$ cat src/hdl/dbcc_pkg.sv
// Shared constants and carriers for the DMA base-register sequencer.
// Assumes one 100 MHz clock and a 16-bit memory read path.
package dbcc_pkg;
  // Register offsets (byte addresses)
  localparam logic [7:0] OFS_CTRL = 8'h00;
  localparam logic [7:0] OFS_STAT = 8'h04;
  localparam logic [7:0] OFS_ECODE = 8'h08;
  localparam logic [7:0] OFS_BFC = 8'h0C;
  localparam logic [7:0] OFS_BADR = 8'h10;
  localparam logic [7:0] OFS_BCNT = 8'h14;
  localparam logic [7:0] OFS_WFC = 8'h18;
  localparam logic [7:0] OFS_WADR = 8'h1C;
  localparam logic [7:0] OFS_WCNT = 8'h20;
  localparam logic [7:0] OFS_DFC = 8'h24;
  localparam logic [7:0] OFS_DADR = 8'h28;
  // Control field positions
  localparam int CTL_START = 0;
  localparam int CTL_CONT = 1;
  localparam int CTL_MODE = 2;
  localparam int CTL_IEN = 4;
  // Status field positions
  localparam int STS_ACT = 0;
  localparam int STS_COC = 1;
  localparam int STS_BTC = 2;
  localparam int STS_ERR = 3;
  // Reset values
  localparam logic [31:0] RST_ADR = 32'h0000_0000;
  localparam logic [15:0] RST_CNT = 16'h0000;
  localparam logic [2:0] RST_FC = 3'h0;
  // Address steps
  localparam logic [31:0] DESC_STEP = 32'h0000_0006;
  localparam logic [31:0] OPND_STEP = 32'h0000_0002;
  localparam logic [31:0] WORD_STEP = 32'h0000_0002;
  // Last word index of each descriptor kind
  localparam logic [2:0] SEQ_LAST = 3'h2;
  localparam logic [2:0] LINK_LAST = 3'h4;
  typedef enum logic [1:0] {
    MODE_NONE = 2'b00,
    MODE_SEQ = 2'b01,
    MODE_LINK = 2'b10,
    MODE_RSVD = 2'b11
  } dbcc_mode_t;
  typedef enum logic [1:0] {
    ERR_NONE = 2'b00,
    ERR_ADDR = 2'b01,
    ERR_COUNT = 2'b10
  } dbcc_err_t;
  typedef struct packed {
    logic [31:0] addr;
    logic [15:0] count;
    logic [31:0] link;
  } dbcc_desc_t;
  typedef struct packed {
    logic rd;
    logic [2:0] fc;
    logic [31:0] addr;
  } dbcc_mem_t;
endpackage : dbcc_pkg

$ cat src/hdl/dbcc_fetch.sv
// Descriptor reader: fetches one descriptor as consecutive 16-bit words.
// Assumes the caller starts it only at an even address and waits for done.
`timescale 1ns/1ns
`default_nettype none
module dbcc_fetch (
  input wire logic clk_sys, // System clock
  input wire logic rst, // Async reset, active high
  input wire logic go, // Start one descriptor read
  input wire logic linked, // Descriptor carries a link
  input wire logic [2:0] start_fc, // Descriptor address space
  input wire logic [31:0] start_addr, // Descriptor address
  input wire logic mem_ack, // Read word accepted
  input wire logic [15:0] mem_rdata, // Read word
  output var dbcc_pkg::dbcc_mem_t mem, // Read request
  output logic done, // Descriptor complete pulse
  output var dbcc_pkg::dbcc_desc_t desc // Assembled descriptor
);
  import dbcc_pkg::*;

  logic [2:0] idx_reg;
  logic [2:0] last_reg;
  wire word_in = mem.rd && mem_ack;
  wire word_last = word_in && (idx_reg == last_reg);

  // Request sequencing and word index
  always_ff @(posedge clk_sys or posedge rst) begin
    if (rst) begin
      mem <= '0;
      idx_reg <= 3'h0;
      last_reg <= 3'h0;
      done <= 1'b0;
    end else begin
      done <= word_last;
      if (go) begin
        mem.rd <= 1'b1;
        mem.fc <= start_fc;
        mem.addr <= start_addr;
        idx_reg <= 3'h0;
        last_reg <= linked ? LINK_LAST : SEQ_LAST;
      end else if (word_in) begin
        mem.rd <= !word_last;
        mem.addr <= mem.addr + WORD_STEP;
        idx_reg <= idx_reg + 3'h1;
      end
    end
  end

  always_ff @(posedge clk_sys or posedge rst) begin
    if (rst) begin
      desc <= '0;
    end else if (word_in) begin
      case (idx_reg)
        3'h0: desc.addr[31:16] <= mem_rdata;
        3'h1: desc.addr[15:0] <= mem_rdata;
        3'h2: desc.count <= mem_rdata;
        3'h3: desc.link[31:16] <= mem_rdata;
        3'h4: desc.link[15:0] <= mem_rdata;
        default: desc <= desc;
      endcase
    end
  end
endmodule : dbcc_fetch
`default_nettype wire

$ cat src/hdl/dbcc_chan.sv
// One DMA channel's base-register sequencing: continue and chaining.
// Assumes the bus engine pulses op_xfer once per finished operand.
//
// The register offsets and strobed register access were decided locally.
`timescale 1ns/1ns
`default_nettype none
module dbcc_chan (
  input wire logic clk_sys, // System clock
  input wire logic rst, // Async reset, active high
  input wire logic [7:0] reg_addr, // Register byte address
  input wire logic [31:0] reg_wdata, // Register write data
  input wire logic reg_wr, // Register write strobe
  input wire logic reg_rd, // Register read strobe
  output logic [31:0] reg_rdata, // Read data, next cycle
  input wire logic op_xfer, // One operand transferred
  input wire logic dev_ready, // Device ready
  input wire logic mem_ack, // Descriptor word accepted
  input wire logic [15:0] mem_rdata, // Descriptor word
  output var dbcc_pkg::dbcc_mem_t mem, // Descriptor read request
  output logic block_end, // End-of-block strobe
  output logic chan_active, // Channel active
  output logic irq // Interrupt request
);
  import dbcc_pkg::*;

  typedef enum logic [1:0] {
    ST_IDLE = 2'b00,
    ST_FETCH = 2'b01,
    ST_XFER = 2'b10,
    ST_END = 2'b11
  } dbcc_state_t;

  dbcc_state_t state_reg;
  dbcc_state_t state_next;
  dbcc_mode_t mode_reg;
  dbcc_err_t fault;
  dbcc_err_t ecode_reg;
  dbcc_desc_t desc;
  logic ien_reg;
  logic continue_request_bit;
  logic coc_reg;
  logic block_complete_flag;
  logic err_reg;
  logic [2:0] base_function_code;
  logic [31:0] base_addr_reg;
  logic [15:0] base_count_reg;
  logic [2:0] working_function_code;
  logic [31:0] working_address_reg;
  logic [15:0] working_count_reg;
  logic [2:0] device_function_code;
  logic [31:0] device_address_reg;
  logic go_fetch;
  logic reload;
  logic term;
  logic f_done;
  logic [31:0] rd_mux;

  // Address match
  function automatic logic hit(input logic [7:0] a, input logic [7:0] o);
    hit = (a == o);
  endfunction : hit

  // Write decode
  wire wr_ctrl = reg_wr && hit(reg_addr, OFS_CTRL);
  wire wr_stat = reg_wr && hit(reg_addr, OFS_STAT);
  wire idle = (state_reg == ST_IDLE);
  wire wr_idle = reg_wr && idle;
  wire [1:0] new_mode_bits = reg_wdata[CTL_MODE+1:CTL_MODE];
  wire dbcc_mode_t new_mode = dbcc_mode_t'(new_mode_bits);
  wire start_req = wr_ctrl && reg_wdata[CTL_START] && idle;
  wire cont_wr = wr_ctrl && reg_wdata[CTL_CONT];
  // accepted only when active or starting
  wire cont_set = cont_wr && (!idle || reg_wdata[CTL_START]);
  // block flag cleared by writing one
  wire btc_clr = wr_stat && reg_wdata[STS_BTC];
  wire coc_clr = wr_stat && reg_wdata[STS_COC];
  wire err_clr = wr_stat && reg_wdata[STS_ERR];
  // ready counts only in the active transfer state
  wire op_take = (state_reg == ST_XFER) && op_xfer && dev_ready;
  wire last_op = op_take && (working_count_reg == 16'h0001);
  wire fetch_linked = (mode_reg == MODE_LINK);
  wire is_none = (new_mode == MODE_NONE) || (new_mode == MODE_RSVD);
  wire base_odd = base_addr_reg[0];
  wire bcnt_zero = (base_count_reg == RST_CNT);

  // Sequencing decision per state
  always_comb begin
    state_next = state_reg;
    go_fetch = 1'b0;
    reload = 1'b0;
    term = 1'b0;
    fault = ERR_NONE;
    case (state_reg)
      ST_IDLE: begin
        if (start_req) begin
          // zero base count at sequential start
          if (new_mode == MODE_SEQ && bcnt_zero) begin
            fault = ERR_COUNT;
          end else if (!is_none && base_odd) begin
            fault = ERR_ADDR;
          end else if (is_none && working_count_reg == RST_CNT) begin
            fault = ERR_COUNT;
          end else if (!is_none) begin
            go_fetch = 1'b1;
            state_next = ST_FETCH;
          end else begin
            state_next = ST_XFER;
          end
        end
      end
      ST_FETCH: begin
        if (f_done) begin
          if (desc.count == RST_CNT) begin
            fault = ERR_COUNT;
          end else begin
            state_next = ST_XFER;
          end
        end
      end
      ST_XFER: begin
        if (last_op) begin
          state_next = ST_END;
        end
      end
      ST_END: begin
        case (mode_reg)
          MODE_SEQ: begin
            // stop once base count is zero
            if (bcnt_zero) begin
              term = 1'b1;
            end else begin
              go_fetch = 1'b1;
              state_next = ST_FETCH;
            end
          end
          MODE_LINK: begin
            if (base_addr_reg == RST_ADR) begin
              term = 1'b1;
            end else if (base_odd) begin
              fault = ERR_ADDR;
            end else begin
              go_fetch = 1'b1;
              state_next = ST_FETCH;
            end
          end
          default: begin
            if (continue_request_bit) begin
              if (bcnt_zero) begin
                fault = ERR_COUNT;
              end else begin
                reload = 1'b1;
                state_next = ST_XFER;
              end
            end else begin
              term = 1'b1;
            end
          end
        endcase
      end
      default: begin
        state_next = ST_IDLE;
      end
    endcase
    if (fault != ERR_NONE || term) begin
      state_next = ST_IDLE;
    end
  end

  // Descriptor reader
  dbcc_fetch u_fetch (
    .clk_sys(clk_sys),
    .rst(rst),
    .go(go_fetch),
    .linked(start_req ? new_mode == MODE_LINK : fetch_linked),
    .start_fc(base_function_code),
    .start_addr(base_addr_reg),
    .mem_ack(mem_ack),
    .mem_rdata(mem_rdata),
    .mem(mem),
    .done(f_done),
    .desc(desc)
  );

  // State and control bits
  always_ff @(posedge clk_sys or posedge rst) begin
    if (rst) begin
      state_reg <= ST_IDLE;
      mode_reg <= MODE_NONE;
      ien_reg <= 1'b0;
      continue_request_bit <= 1'b0;
    end else begin
      state_reg <= state_next;
      if (wr_ctrl && idle) mode_reg <= new_mode;
      if (wr_ctrl) ien_reg <= reg_wdata[CTL_IEN];
      // No request left behind by a refused start
      if (cont_set && state_next != ST_IDLE) begin
        continue_request_bit <= 1'b1;
      end else if (reload || state_next == ST_IDLE) begin
        continue_request_bit <= 1'b0;
      end
    end
  end

  // Status flags, hardware set wins over clear
  always_ff @(posedge clk_sys or posedge rst) begin
    if (rst) begin
      coc_reg <= 1'b0;
      block_complete_flag <= 1'b0;
      err_reg <= 1'b0;
      ecode_reg <= ERR_NONE;
    end else begin
      if (reload) begin
        block_complete_flag <= 1'b1;
      end else if (btc_clr) begin
        block_complete_flag <= 1'b0;
      end
      if (term || fault != ERR_NONE) begin
        coc_reg <= 1'b1;
      end else if (coc_clr) begin
        coc_reg <= 1'b0;
      end
      if (fault != ERR_NONE) begin
        err_reg <= 1'b1;
        ecode_reg <= fault;
      end else if (err_clr) begin
        err_reg <= 1'b0;
        ecode_reg <= ERR_NONE;
      end
    end
  end

  // Base registers
  always_ff @(posedge clk_sys or posedge rst) begin
    if (rst) begin
      base_function_code <= RST_FC;
      base_addr_reg <= RST_ADR;
      base_count_reg <= RST_CNT;
    end else if (f_done && mode_reg == MODE_SEQ) begin
      base_addr_reg <= base_addr_reg + DESC_STEP;
      base_count_reg <= base_count_reg - 16'h0001;
    end else if (f_done) begin
      base_addr_reg <= desc.link;
    end else if (reg_wr) begin
      if (hit(reg_addr, OFS_BFC)) base_function_code <= reg_wdata[2:0];
      if (hit(reg_addr, OFS_BADR)) base_addr_reg <= reg_wdata;
      if (hit(reg_addr, OFS_BCNT)) base_count_reg <= reg_wdata[15:0];
    end
  end

  // Working registers
  always_ff @(posedge clk_sys or posedge rst) begin
    if (rst) begin
      working_function_code <= RST_FC;
      working_address_reg <= RST_ADR;
      working_count_reg <= RST_CNT;
    end else if (reload) begin
      // copy base set to working set
      working_function_code <= base_function_code;
      working_address_reg <= base_addr_reg;
      working_count_reg <= base_count_reg;
    end else if (f_done) begin
      working_address_reg <= desc.addr;
      working_count_reg <= desc.count;
    end else if (op_take) begin
      working_address_reg <= working_address_reg + OPND_STEP;
      working_count_reg <= working_count_reg - 16'h0001;
    end else if (wr_idle) begin
      if (hit(reg_addr, OFS_WFC)) working_function_code <= reg_wdata[2:0];
      if (hit(reg_addr, OFS_WADR)) working_address_reg <= reg_wdata;
      if (hit(reg_addr, OFS_WCNT)) working_count_reg <= reg_wdata[15:0];
    end
  end

  // device side written by software only
  always_ff @(posedge clk_sys or posedge rst) begin
    if (rst) begin
      device_function_code <= RST_FC;
      device_address_reg <= RST_ADR;
    end else if (wr_idle) begin
      if (hit(reg_addr, OFS_DFC)) device_function_code <= reg_wdata[2:0];
      if (hit(reg_addr, OFS_DADR)) device_address_reg <= reg_wdata;
    end
  end

  // Read selection
  always_comb begin
    rd_mux = 32'h0000_0000;
    case (reg_addr)
      OFS_CTRL: begin
        rd_mux[CTL_CONT] = continue_request_bit;
        rd_mux[CTL_MODE+1:CTL_MODE] = mode_reg;
        rd_mux[CTL_IEN] = ien_reg;
      end
      OFS_STAT: begin
        rd_mux[STS_ACT] = !idle;
        rd_mux[STS_COC] = coc_reg;
        rd_mux[STS_BTC] = block_complete_flag;
        rd_mux[STS_ERR] = err_reg;
      end
      OFS_ECODE: rd_mux[1:0] = ecode_reg;
      OFS_BFC: rd_mux[2:0] = base_function_code;
      OFS_BADR: rd_mux = base_addr_reg;
      OFS_BCNT: rd_mux[15:0] = base_count_reg;
      OFS_WFC: rd_mux[2:0] = working_function_code;
      OFS_WADR: rd_mux = working_address_reg;
      OFS_WCNT: rd_mux[15:0] = working_count_reg;
      OFS_DFC: rd_mux[2:0] = device_function_code;
      OFS_DADR: rd_mux = device_address_reg;
      default: rd_mux = 32'h0000_0000;
    endcase
  end

  // Registered outputs
  always_ff @(posedge clk_sys or posedge rst) begin
    if (rst) begin
      reg_rdata <= 32'h0000_0000;
      block_end <= 1'b0;
      chan_active <= 1'b0;
      irq <= 1'b0;
    end else begin
      reg_rdata <= reg_rd ? rd_mux : 32'h0000_0000;
      block_end <= last_op;
      chan_active <= (state_next != ST_IDLE);
      // interrupt on block or channel completion
      irq <= ien_reg && (block_complete_flag || coc_reg);
    end
  end
endmodule : dbcc_chan
`default_nettype wire

$ cat config.mk
export PLATFORM = sky130hd
export DESIGN_NAME = dbcc_chan
export DESIGN_NICKNAME = d
export VERILOG_FILES = /design/src/hdl/dbcc_pkg.sv /design/src/hdl/dbcc_fetch.sv /design/src/hdl/dbcc_chan.sv
export SDC_FILE = /design/constraint.sdc
export NUM_CORES = 1
export LEC_CHECK = 0
export ABC_AREA = 1
export BUFFER_PORTS_ARGS = -buffer_cell sky130_fd_sc_hd__buf_2
export CORE_ASPECT_RATIO = 0.7
export CORE_UTILIZATION = 25
export DETAILED_ROUTE_END_ITERATION = 16
export PLACE_DENSITY = 0.51
export SYNTH_ARGS = -nofsm -noshare
export SYNTH_HDL_FRONTEND = slang
export SYNTH_SLANG_ARGS = --single-unit
$ cat constraint.sdc
create_clock -name clk_sys -period 15.45 [get_ports clk_sys]
set_clock_uncertainty 0.15 [all_clocks]
set_input_delay 1.545 -clock clk_sys [delete_from_list [all_inputs] [get_ports clk_sys]]
set_output_delay 1.545 -clock clk_sys [all_outputs]
set_load 0.01 [all_outputs]
---- Yosys cells after proc, flatten, opt, wreduce, memory -nomap -nowiden ----
Cells that the tools add are included.
storage, ports and cells
  register bits after elaboration ......... 306
  input port bits ......................... 63
  output and inout port bits .............. 71
  logic and storage cells ................. 230
operators by class
  $add $sub $neg .......................... 6
  eq/ne operators ......................... 27
  muxes and demuxes ....................... 95
  bitwise gates (word level) .............. 2
  reduce and logical (&&, ||, !) cells .... 69
operator list
  operator                                             count
  2-to-1 mux 32 bit                                    12
  2-to-1 mux 16 bit                                    9
  adder 32 x 2 -> 32 bit (second input constant)       2
  one-hot mux 11 bit (5 select lines)                  1
  zero test 16 bit                                     3
  2-to-1 mux 2 bit                                     24
  one-hot mux 16 bit (3 select lines)                  1
  adder 32 x 3 -> 32 bit (second input constant)       1
  == test 8 x 5 -> 1 bit (second input constant)       4
  zero test 32 bit                                     1
  subtractor 16 x 1 -> 16 bit (second input constant)  2
  2-to-1 mux 1 bit                                     28
  == test 8 x 6 -> 1 bit (second input constant)       3
  2-to-1 mux 3 bit                                     8
  logical AND 1 bit                                    22
  nonzero test 2 bit                                   11
  one-hot mux 1 bit (10 select lines)                  2
  AND reduction 2 bit                                  10
  == test 16 x 1 -> 1 bit (second input constant)      1
  == test 8 x 4 -> 1 bit (second input constant)       2
  nonzero test 4 bit                                   3
  one-hot mux 1 bit (11 select lines)                  1
  == test 2 bit (second input constant)                5
  == test 8 x 3 -> 1 bit (second input constant)       1
  other kinds (23)                                     42

---- Depth between registers and ports, before layout ----
Gate-level depths: netlist of the first run.
  word-level depth ........................ 15
  gate-level depth with buffers ........... 14
  gate-level depth less buffers ........... 14

---- Hierarchy ----
From an unflattened synthesis of the first run, not the netlist that was laid out.
second synthesis, totals
  cell total of the unflattened synthesis .. 2380
  area, all modules ....................... 17709.5 µm²
modules (own cells, without submodules)
  module      instances  cells each  area an instance (µm²)  seq. area each (µm²)
  dbcc_chan   1          1687        11970.2                 4579.4
  dbcc_fetch  1          693         5739.3                  3052.9

---- Least setup slack after synthesis of the first run ----
OpenSTA, ideal clock, no wires.
  path kind ............................... input to register
  start ................................... input port reg_addr[7]
  end ..................................... register u_fetch.mem[29] (netlist name)
  setup time .............................. 0.129 ns
  data arrival time ....................... 2.810 ns
  required time ........................... 15.171 ns
  slack ................................... 12.361 ns
  stages .................................. 12
  buffers on the path ..................... 2
  cells stage by stage .................... nor2_2 nand2_1 nor2_4 nand2_4 nor2_8 nand4_2 nand3_1 nand2_1 buf_6 buf_6 nand3_1 o211ai_2
between the ends
  cells in the longest elaborated chain, start to end .. 7
  elaborated cells between the ends (all ways) .. 8
  those cells by class .................... mux: 3; reduce/logical: 5
ends and longest elaborated chain
  item                                                     line             RTL
  start, declared                                          dbcc_chan.sv:10  input wire logic [7:0] reg_addr,
  zero test 8 bit *                                        dbcc_chan.sv:60  hit = (a == o);
  logical AND 1 bit *                                      dbcc_chan.sv:64  wire wr_ctrl = reg_wr && hit(reg_addr, OFS_CTRL);
  logical AND 1 bit * (2 in series)                        dbcc_chan.sv:70  wire start_req = wr_ctrl && reg_wdata[CTL_START] && idle;
  2-to-1 mux 1 bit *                                       dbcc_chan.sv:95  if (start_req) begin
  one-hot mux 1 bit (2 select lines) *                     dbcc_chan.sv:93  case (state_reg)
  2-to-1 mux 32 bit or nonzero test 2 bit (tied branches)  --
Every way passes the cells marked *; elsewhere a longest branch is shown, timed or not.
A chain may end at the register's enable or synchronous reset.

---- Final worst setup path of the first run ----
  start ................................... input port reg_addr[3]
  end ..................................... register base_addr_reg[4]
between the ends
  cells in the longest elaborated chain, start to end .. 3
ends and longest elaborated chain
  item                                  line              RTL
  == test 8 x 5 -> 1 bit                dbcc_chan.sv:60
  nonzero test 3 bit (no source line)   --
  AND reduction 2 bit (no source line)  --
  end signal, assigned                  dbcc_chan.sv:239  base_addr_reg <= base_addr_reg + DESC_STEP;
  end signal, assigned                  dbcc_chan.sv:242  base_addr_reg <= desc.link;
  end signal, assigned                  dbcc_chan.sv:245  if (hit(reg_addr, OFS_BADR)) base_addr_reg <= reg_wdata;
  end, declared                         dbcc_chan.sv:45   logic [31:0] base_addr_reg;
Every way passes these cells.

==> impl_metrics.ini, run 1 <==
[sta]
hold_violations = 0
setup_ws_ns = 11.38
tightest_slew_ns = 1.12
slew_viol_final = 0
rsz0062_at_grt = false
fmax_ghz = 0.246
layout_worst_path_cycle_share_pct = 26.3
fin_hold_ws_ns = 0.332
setup_viol = 0
post-route-min-period_ns = 4.07
slew_headroom_pct = 24.5
setup_tns_ns = 0

[synth]
synth_ff_type = dfrtp_1
syn_avg_cell_area_um2 = 7.78
yosysWarnings = 0
synth_cell_types = 55
syn-num-nets = 2333
synthCells = 2248
synthArstFlopShare_pct = 100
synth_edf_count = 0
syn-cell-area_mm2 = 0.0175
synth-seq-area-share_pct = 43.6
synth_seq_cells = 305

[critical_path]
crit_path_start = reg_addr[3]
r2r-end = u_fetch.idx_reg[2]
crit_end = base_addr_reg[4]
arrival_ns = 4.38
r2r_start = base_addr_reg[24]
reg2reg_slack_ns = 11.90
critPathSlowestCell = clkinv_1
slowest_delay_ns = 0.66
path_max_fanout = 38
critical_path.endpoint_type = flip-flop
startpoint_type = primary input
worstPathRequired_ns = 15.76
worstPathCellList = buf_2 > nor2_1 > nand2_1 > inv_1 > nand2_1 > buf_4 > inv_2 > a21oi_4 > buf_4 > clkinv_1 > o21ai_0 > o21ai_0 > a22oi_1
reg2regPathDepth = 12
path_class = in -> reg

[clocking]
clk_latency_ns = 0.57
clock_sinks = 305
cts_resized = 0
ctsHoldBuffers = 0
tritoncts = yes
clk_pin_slew_ns = 0.06
numCtsBuffers = 36
cts.path.max_buffers = 3
htreeDepth = 2
postCtsSetupBuffers = 0
cts_root_buffer = clkbuf_16

[finish]
largestRegisters = u_fetch.desc: 80 flops, u_fetch.mem: 36 flops
finalNetCount = 2429
layout_commonest_cell = nand2_1
largest-register = u_fetch.desc
layout_common_cells = nand2_1, dfrtp_1, inv_1
largest_reg_flops = 80
area_growth_pct = 15.9
drive_gt1_share_pct = 12.7

[power_and_ir_drop]
p_sw_w = 0.00137
leakage_nw = 9.62
ir_drop_v = 0.0000729
powerDensity_mw_per_mm2 = 160
seqPwrFrac_pct = 42.5
power.share.combinational_pct = 28.6
switching_share_pct = 42.5
clock_power_share_pct = 29.0
internal-power_w = 0.00186

[route]
drtIter0Drc = 2456
first_pass_iters = 6
antenna_left = 0
drt_wl_total_mm = 76.6
viasPerCell = 5.28
drc = 0
vias = 17300
wl_per_cell_um = 23.4

[floorplanning]
design.die.area_mm2 = 0.0710
initial_utilization_pct = 25.5
fp.dieW_um = 318
core_mm2 = 0.0687
num_rows = 80
pin_count = 134
die_h_um = 223

[flow_run]
drv_cap = 0

[status]
outcome = complete, no violations

[global_routing]
antenna_found_initial = 9
grt_overflow = 0
grt_max_degree = 112
grt_pass1_wl_mm = 112
first_global_vias = 15900
grt_use_total_pct = 21.1

[placement]
place_congestion = 0.979
portBuffers = 133
dpl_worst_slack_ns = 10.91
hpwl_mm = 58.6

[hold_path]
min_path_type = reg -> reg
==> critical path: cells and delay by family <==
| family | cells | cell delay, ns |
|---|---|---|
| AND/OR/NAND/NOR | 3 | 0.25 |
| AO/OA/AOI/OAI | 4 | 0.69 |
| buffers and inverters | 6 | 1.84 |
==> cells by family (layout without fill, tap and decap cells) <==
family                     count (synthesis)  count (layout)  synth area share (%)
muxes                                      9               9                 0.579
and+or+nand+nor                          969             969                  24.1
other                                      0               4                     0
AOI/OAI and AO/OA                        515             515                  18.7
buffers and inverters                    375             496                  8.75
adders and majority gates                 22              22                  1.57
xor gates and xnor gates                  53              53                  2.65
DFF                                      305             305                  43.6
==> cells in the mapped netlist, drive strengths merged, types with 2 or more instances <==
cell type	count	share of area, %
nand2	503	11
dfrtp	305	44
inv	278	6.0
o21ai	206	5.9
nor2	203	4.7
nand3	150	4.3
a21oi	81	2.3
nor3	57	1.9
clkbuf	53	1.1
o211ai	48	2.5
o221ai	45	2.3
xor2	45	2.3
buf	41	1.6
o22ai	40	1.4
nand4	36	1.3
a221oi	25	1.3
a22oi	25	1.1
ha	22	1.6
a31oi	15	0.54
nor4	12	0.47
a211oi	9	0.39
mux2	9	0.58
xnor2	8	0.40
o2111ai	7	0.35
or2	6	0.21
o31ai	5	0.21
a21o	3	0.13
clkinv	3	0.064
nand3b	2	0.16
o311ai	2	0.10
==> cell type report <==
type,count,area (um2)
fill,7468,48400
inverter,281,1060
clock buffer,52,1100
multi-input combinational,1568,8350
sequential,305,7630
clock inverter,11,179
antenna,4,10.0
tap,902,1130
timing repair buffer,152,808
==> worst min-delay path by stage <==
stage                     cells after the start  slack [ns]                endpoint              startpoint
after global routing                          2        0.36        u_fetch.desc[34]        u_fetch.desc[34]
final                                         2        0.33  device_address_reg[27]  device_address_reg[27]
after CTS                                     2        0.33  device_address_reg[27]  device_address_reg[27]
after global placement                        2        0.31  device_address_reg[27]  device_address_reg[27]
after detailed placement                      2        0.32  device_address_reg[27]  device_address_reg[27]
after floorplan                               2        0.29  device_address_reg[27]  device_address_reg[27]
==> power groups by stage <==
| stage | Sequential, W | Combinational, W | Clock [W] |
|---|---|---|---|
| after floorplan | 0.00118 | 0.000618 | 0 |
| after global placement | 0.00136 | 0.000886 | 0 |
| after detailed placement | 0.00136 | 0.000900 | 0 |
| after CTS | 0.00135 | 0.000906 | 0.000949 |
| after global routing | 0.00139 | 0.00102 | 0.000984 |
| final | 0.00137 | 0.000925 | 0.000937 |
==> per-layer routing <==
metal	vias up	part of all wire (%)	global-route usage [%]
li1	7828	-	-
met1	8472	49	33.5
met2	896	37	26.7
met3	82	12	7.33
met4	10	1.5	3.77
met5	-	0.098	0
==> per-stage QoR <==
step / instance area (um2) / power, W / utilization (%) / instances
2_1_floorplan: 17500 / 0.00180 / - / 2248
3_3_place_gp: 19000 / 0.00224 / 27.6 / 3208
3_5_place_dp: 19000 / 0.00226 / 27.6 / 3208
4_1_cts: 20300 / 0.00320 / 29.5 / 3271
5_1_grt: 20300 / 0.00339 / 29.5 / 3272
6_report: 20300 / 0.00324 / 29.5 / 3275
Power figures use the tool's default switching activity.
==> run 2: changes to the inputs <==
clock period = 4.1 ns   (was 15.45 ns; I/O delays follow)
==> run 2 against run 1 <==
Against the previous run:
- sequential share of layout area shrank 0.46 points
- final cell count grew 0.85%
- wire length up 1.9%
- critical path type is now reg -> reg
- largest cell class unchanged
==> impl_metrics.ini, run 2 (same netlist as run 1, synthesis figures left out) <==
[finish]
largest-register = u_fetch.desc
area_growth_pct = 17.4
layout_commonest_cell = nand2_1
fin_area_mm2 = 0.0205
layout_common_cells = nand2_1, dfrtp_1, inv_1
largest_reg_flops = 80
drive_gt1_share_pct = 13.2
utilization_pct = 29.9
largestRegisters = u_fetch.desc: 80 flops, u_fetch.mem: 36 flops
fin_cells = 3303
fillCellCount = 7432
finalNetCount = 2460

[sta]
rsz0062_at_grt = false
fmax_ghz = 0.307
post-route-min-period_ns = 3.26
setup_viol = 0
hold_violations = 0
layout_worst_path_cycle_share_pct = 79.4
slew_headroom_pct = 25.2
tightest_slew_ns = 1.12
slew_viol_final = 0
setup_tns_ns = 0

[power_and_ir_drop]
leakage_nw = 9.75
ir_drop_v = 0.000251
powerDensity_mw_per_mm2 = 589
finalPower_w = 0.0121

[critical_path]
critPathSlowestCell = dfrtp_1
path_class = reg -> reg
worstPathRequired_ns = 4.41
worst-path-buf-inv = 3
slowest_delay_ns = 0.43
startpoint_type = flip-flop
path_max_fanout = 55
worstPathCellList = inv_1 > ha_1 > nand2_1 > inv_2 > nand2_4 > nor2_8 > nand4_2 > nand3_1 > nand2_4 > buf_12 > nand3_1 > o211ai_2
crit_family = simple AND/OR/NAND/NOR gates
critical_path.endpoint_type = flip-flop
arrival_ns = 3.56

[global_routing]
first_global_vias = 16400
grt_overflow = 0
grt_max_degree = 94
grt_use_total_pct = 21.6
antenna_found_initial = 10
grt_pass1_wl_mm = 113

[clocking]
tritoncts = yes
clk_pin_slew_ns = 0.06
ctsHoldBuffers = 11
htreeDepth = 2
cts.path.max_buffers = 3
clk_latency_ns = 0.59
cts_resized = 0
numCtsBuffers = 37
clock_sinks = 305
postCtsSetupBuffers = 0
cts_root_buffer = clkbuf_16

[route]
first_pass_iters = 6
drc = 0
antenna_left = 0
vias = 17500
wl_per_cell_um = 23.6
drt_wl_total_mm = 78.0
drtIter0Drc = 2219
viasPerCell = 5.29

[placement]
placed_cells = 3227
placed_area_mm2 = 0.0192
place_congestion = 0.967
hpwl_mm = 59.8
portBuffers = 133

[hold_path]
min_path_type = in -> reg

[floorplanning]
design.die.area_mm2 = 0.0710
pin_count = 134
die_h_um = 223
initial_utilization_pct = 25.5
core_mm2 = 0.0687
num_rows = 80
fp.dieW_um = 318

[flow_run]
drv_cap = 0

[status]
outcome = complete, no violations
## run 2: changes by cell type in the layout (fill, tap and decap cells not counted), sizes merged
cell | before | now
clkinv | 6 | 10
diode | 4 | 3
clkbuf | 52 | 47
bufinv | 4 | 5
buf | 152 | 171
inv | 280 | 278
dlygate4sd3 | 0 | 11
clkinvlp | 2 | 3
## run 2: final cells by class
| type | instances | area, um2 | area share (%) |
|---|---|---|---|
| Timing Repair Buffer | 182 | 1110 | 5.41 |
| Clock inverter | 15 | 235 | 1.15 |
| Multi-Input combinational cell | 1568 | 8350 | 40.7 |
| Clock buffer | 47 | 1000 | 4.89 |
| Sequential cell | 305 | 7630 | 37.2 |
| Inverter | 281 | 1060 | 5.16 |
| Tap cell | 902 | 1130 | 5.50 |
| Antenna cell | 3 | 7.51 | 0.0366 |
## run 2: final timing paths
| kind | startpoint | to | slack [ns] | cells after the start |
|---|---|---|---|---|
| setup / recovery | state_reg[1] | u_fetch.mem[25] | 0.84 | 12 |
| hold / removal | reg_wdata[26] | device_address_reg[26] | 0.02 | 3 |
| setup reg to reg | state_reg[1] | u_fetch.mem[25] | 0.84 | 12 |
| hold reg to reg | device_address_reg[2] | device_address_reg[2] | 0.34 | 2 |
| max in group asynchronous | rst | u_fetch.desc[55] | 2.68 | 4 |
| min in group asynchronous | rst | u_fetch.desc[51] | 0.24 | 3 |
## run 2: worst register-to-register path: stages (launching register included)
cell and delay [ns]:
dfrtp_1 0.43, inv_1 0.15, ha_1 0.32, nand2_1 0.33
inv_2 0.29, nand2_4 0.11, nor2_8 0.13, nand4_2 0.12
nand3_1 0.14, nand2_4 0.35, buf_12 0.40, nand3_1 0.14
o211ai_2 0.09
## run 2: stage by stage
step	setup WS [ns]	hold slack (ns)
5_1_grt	0.709	0.0265
2_1_floorplan	-0.517	0.292
3_3_place_gp	0.944	0.308
4_1_cts	0.888	0.0105
6_report	0.844	0.0226
3_5_place_dp	0.892	0.306
## run 2: report_power, final
part           leakage (nW)  switching (W)  internal, W
Combinational          5.27        0.00253      0.00108
Clock                 0.601        0.00144      0.00205
Sequential             3.87        0.00113      0.00385
## run 2: routing by layer
metal  share of wire (%)  vias to the layer above  routed length, um  global-route usage (%)
met5                   0                        -                  0                       0
met4                 1.9                        0               1480                    4.78
met3                  12                       93               9720                    7.42
met2                  38                      944              29800                    28.2
met1                  47                     8542              37000                    33.1
li1                    -                     7883                  -                       -
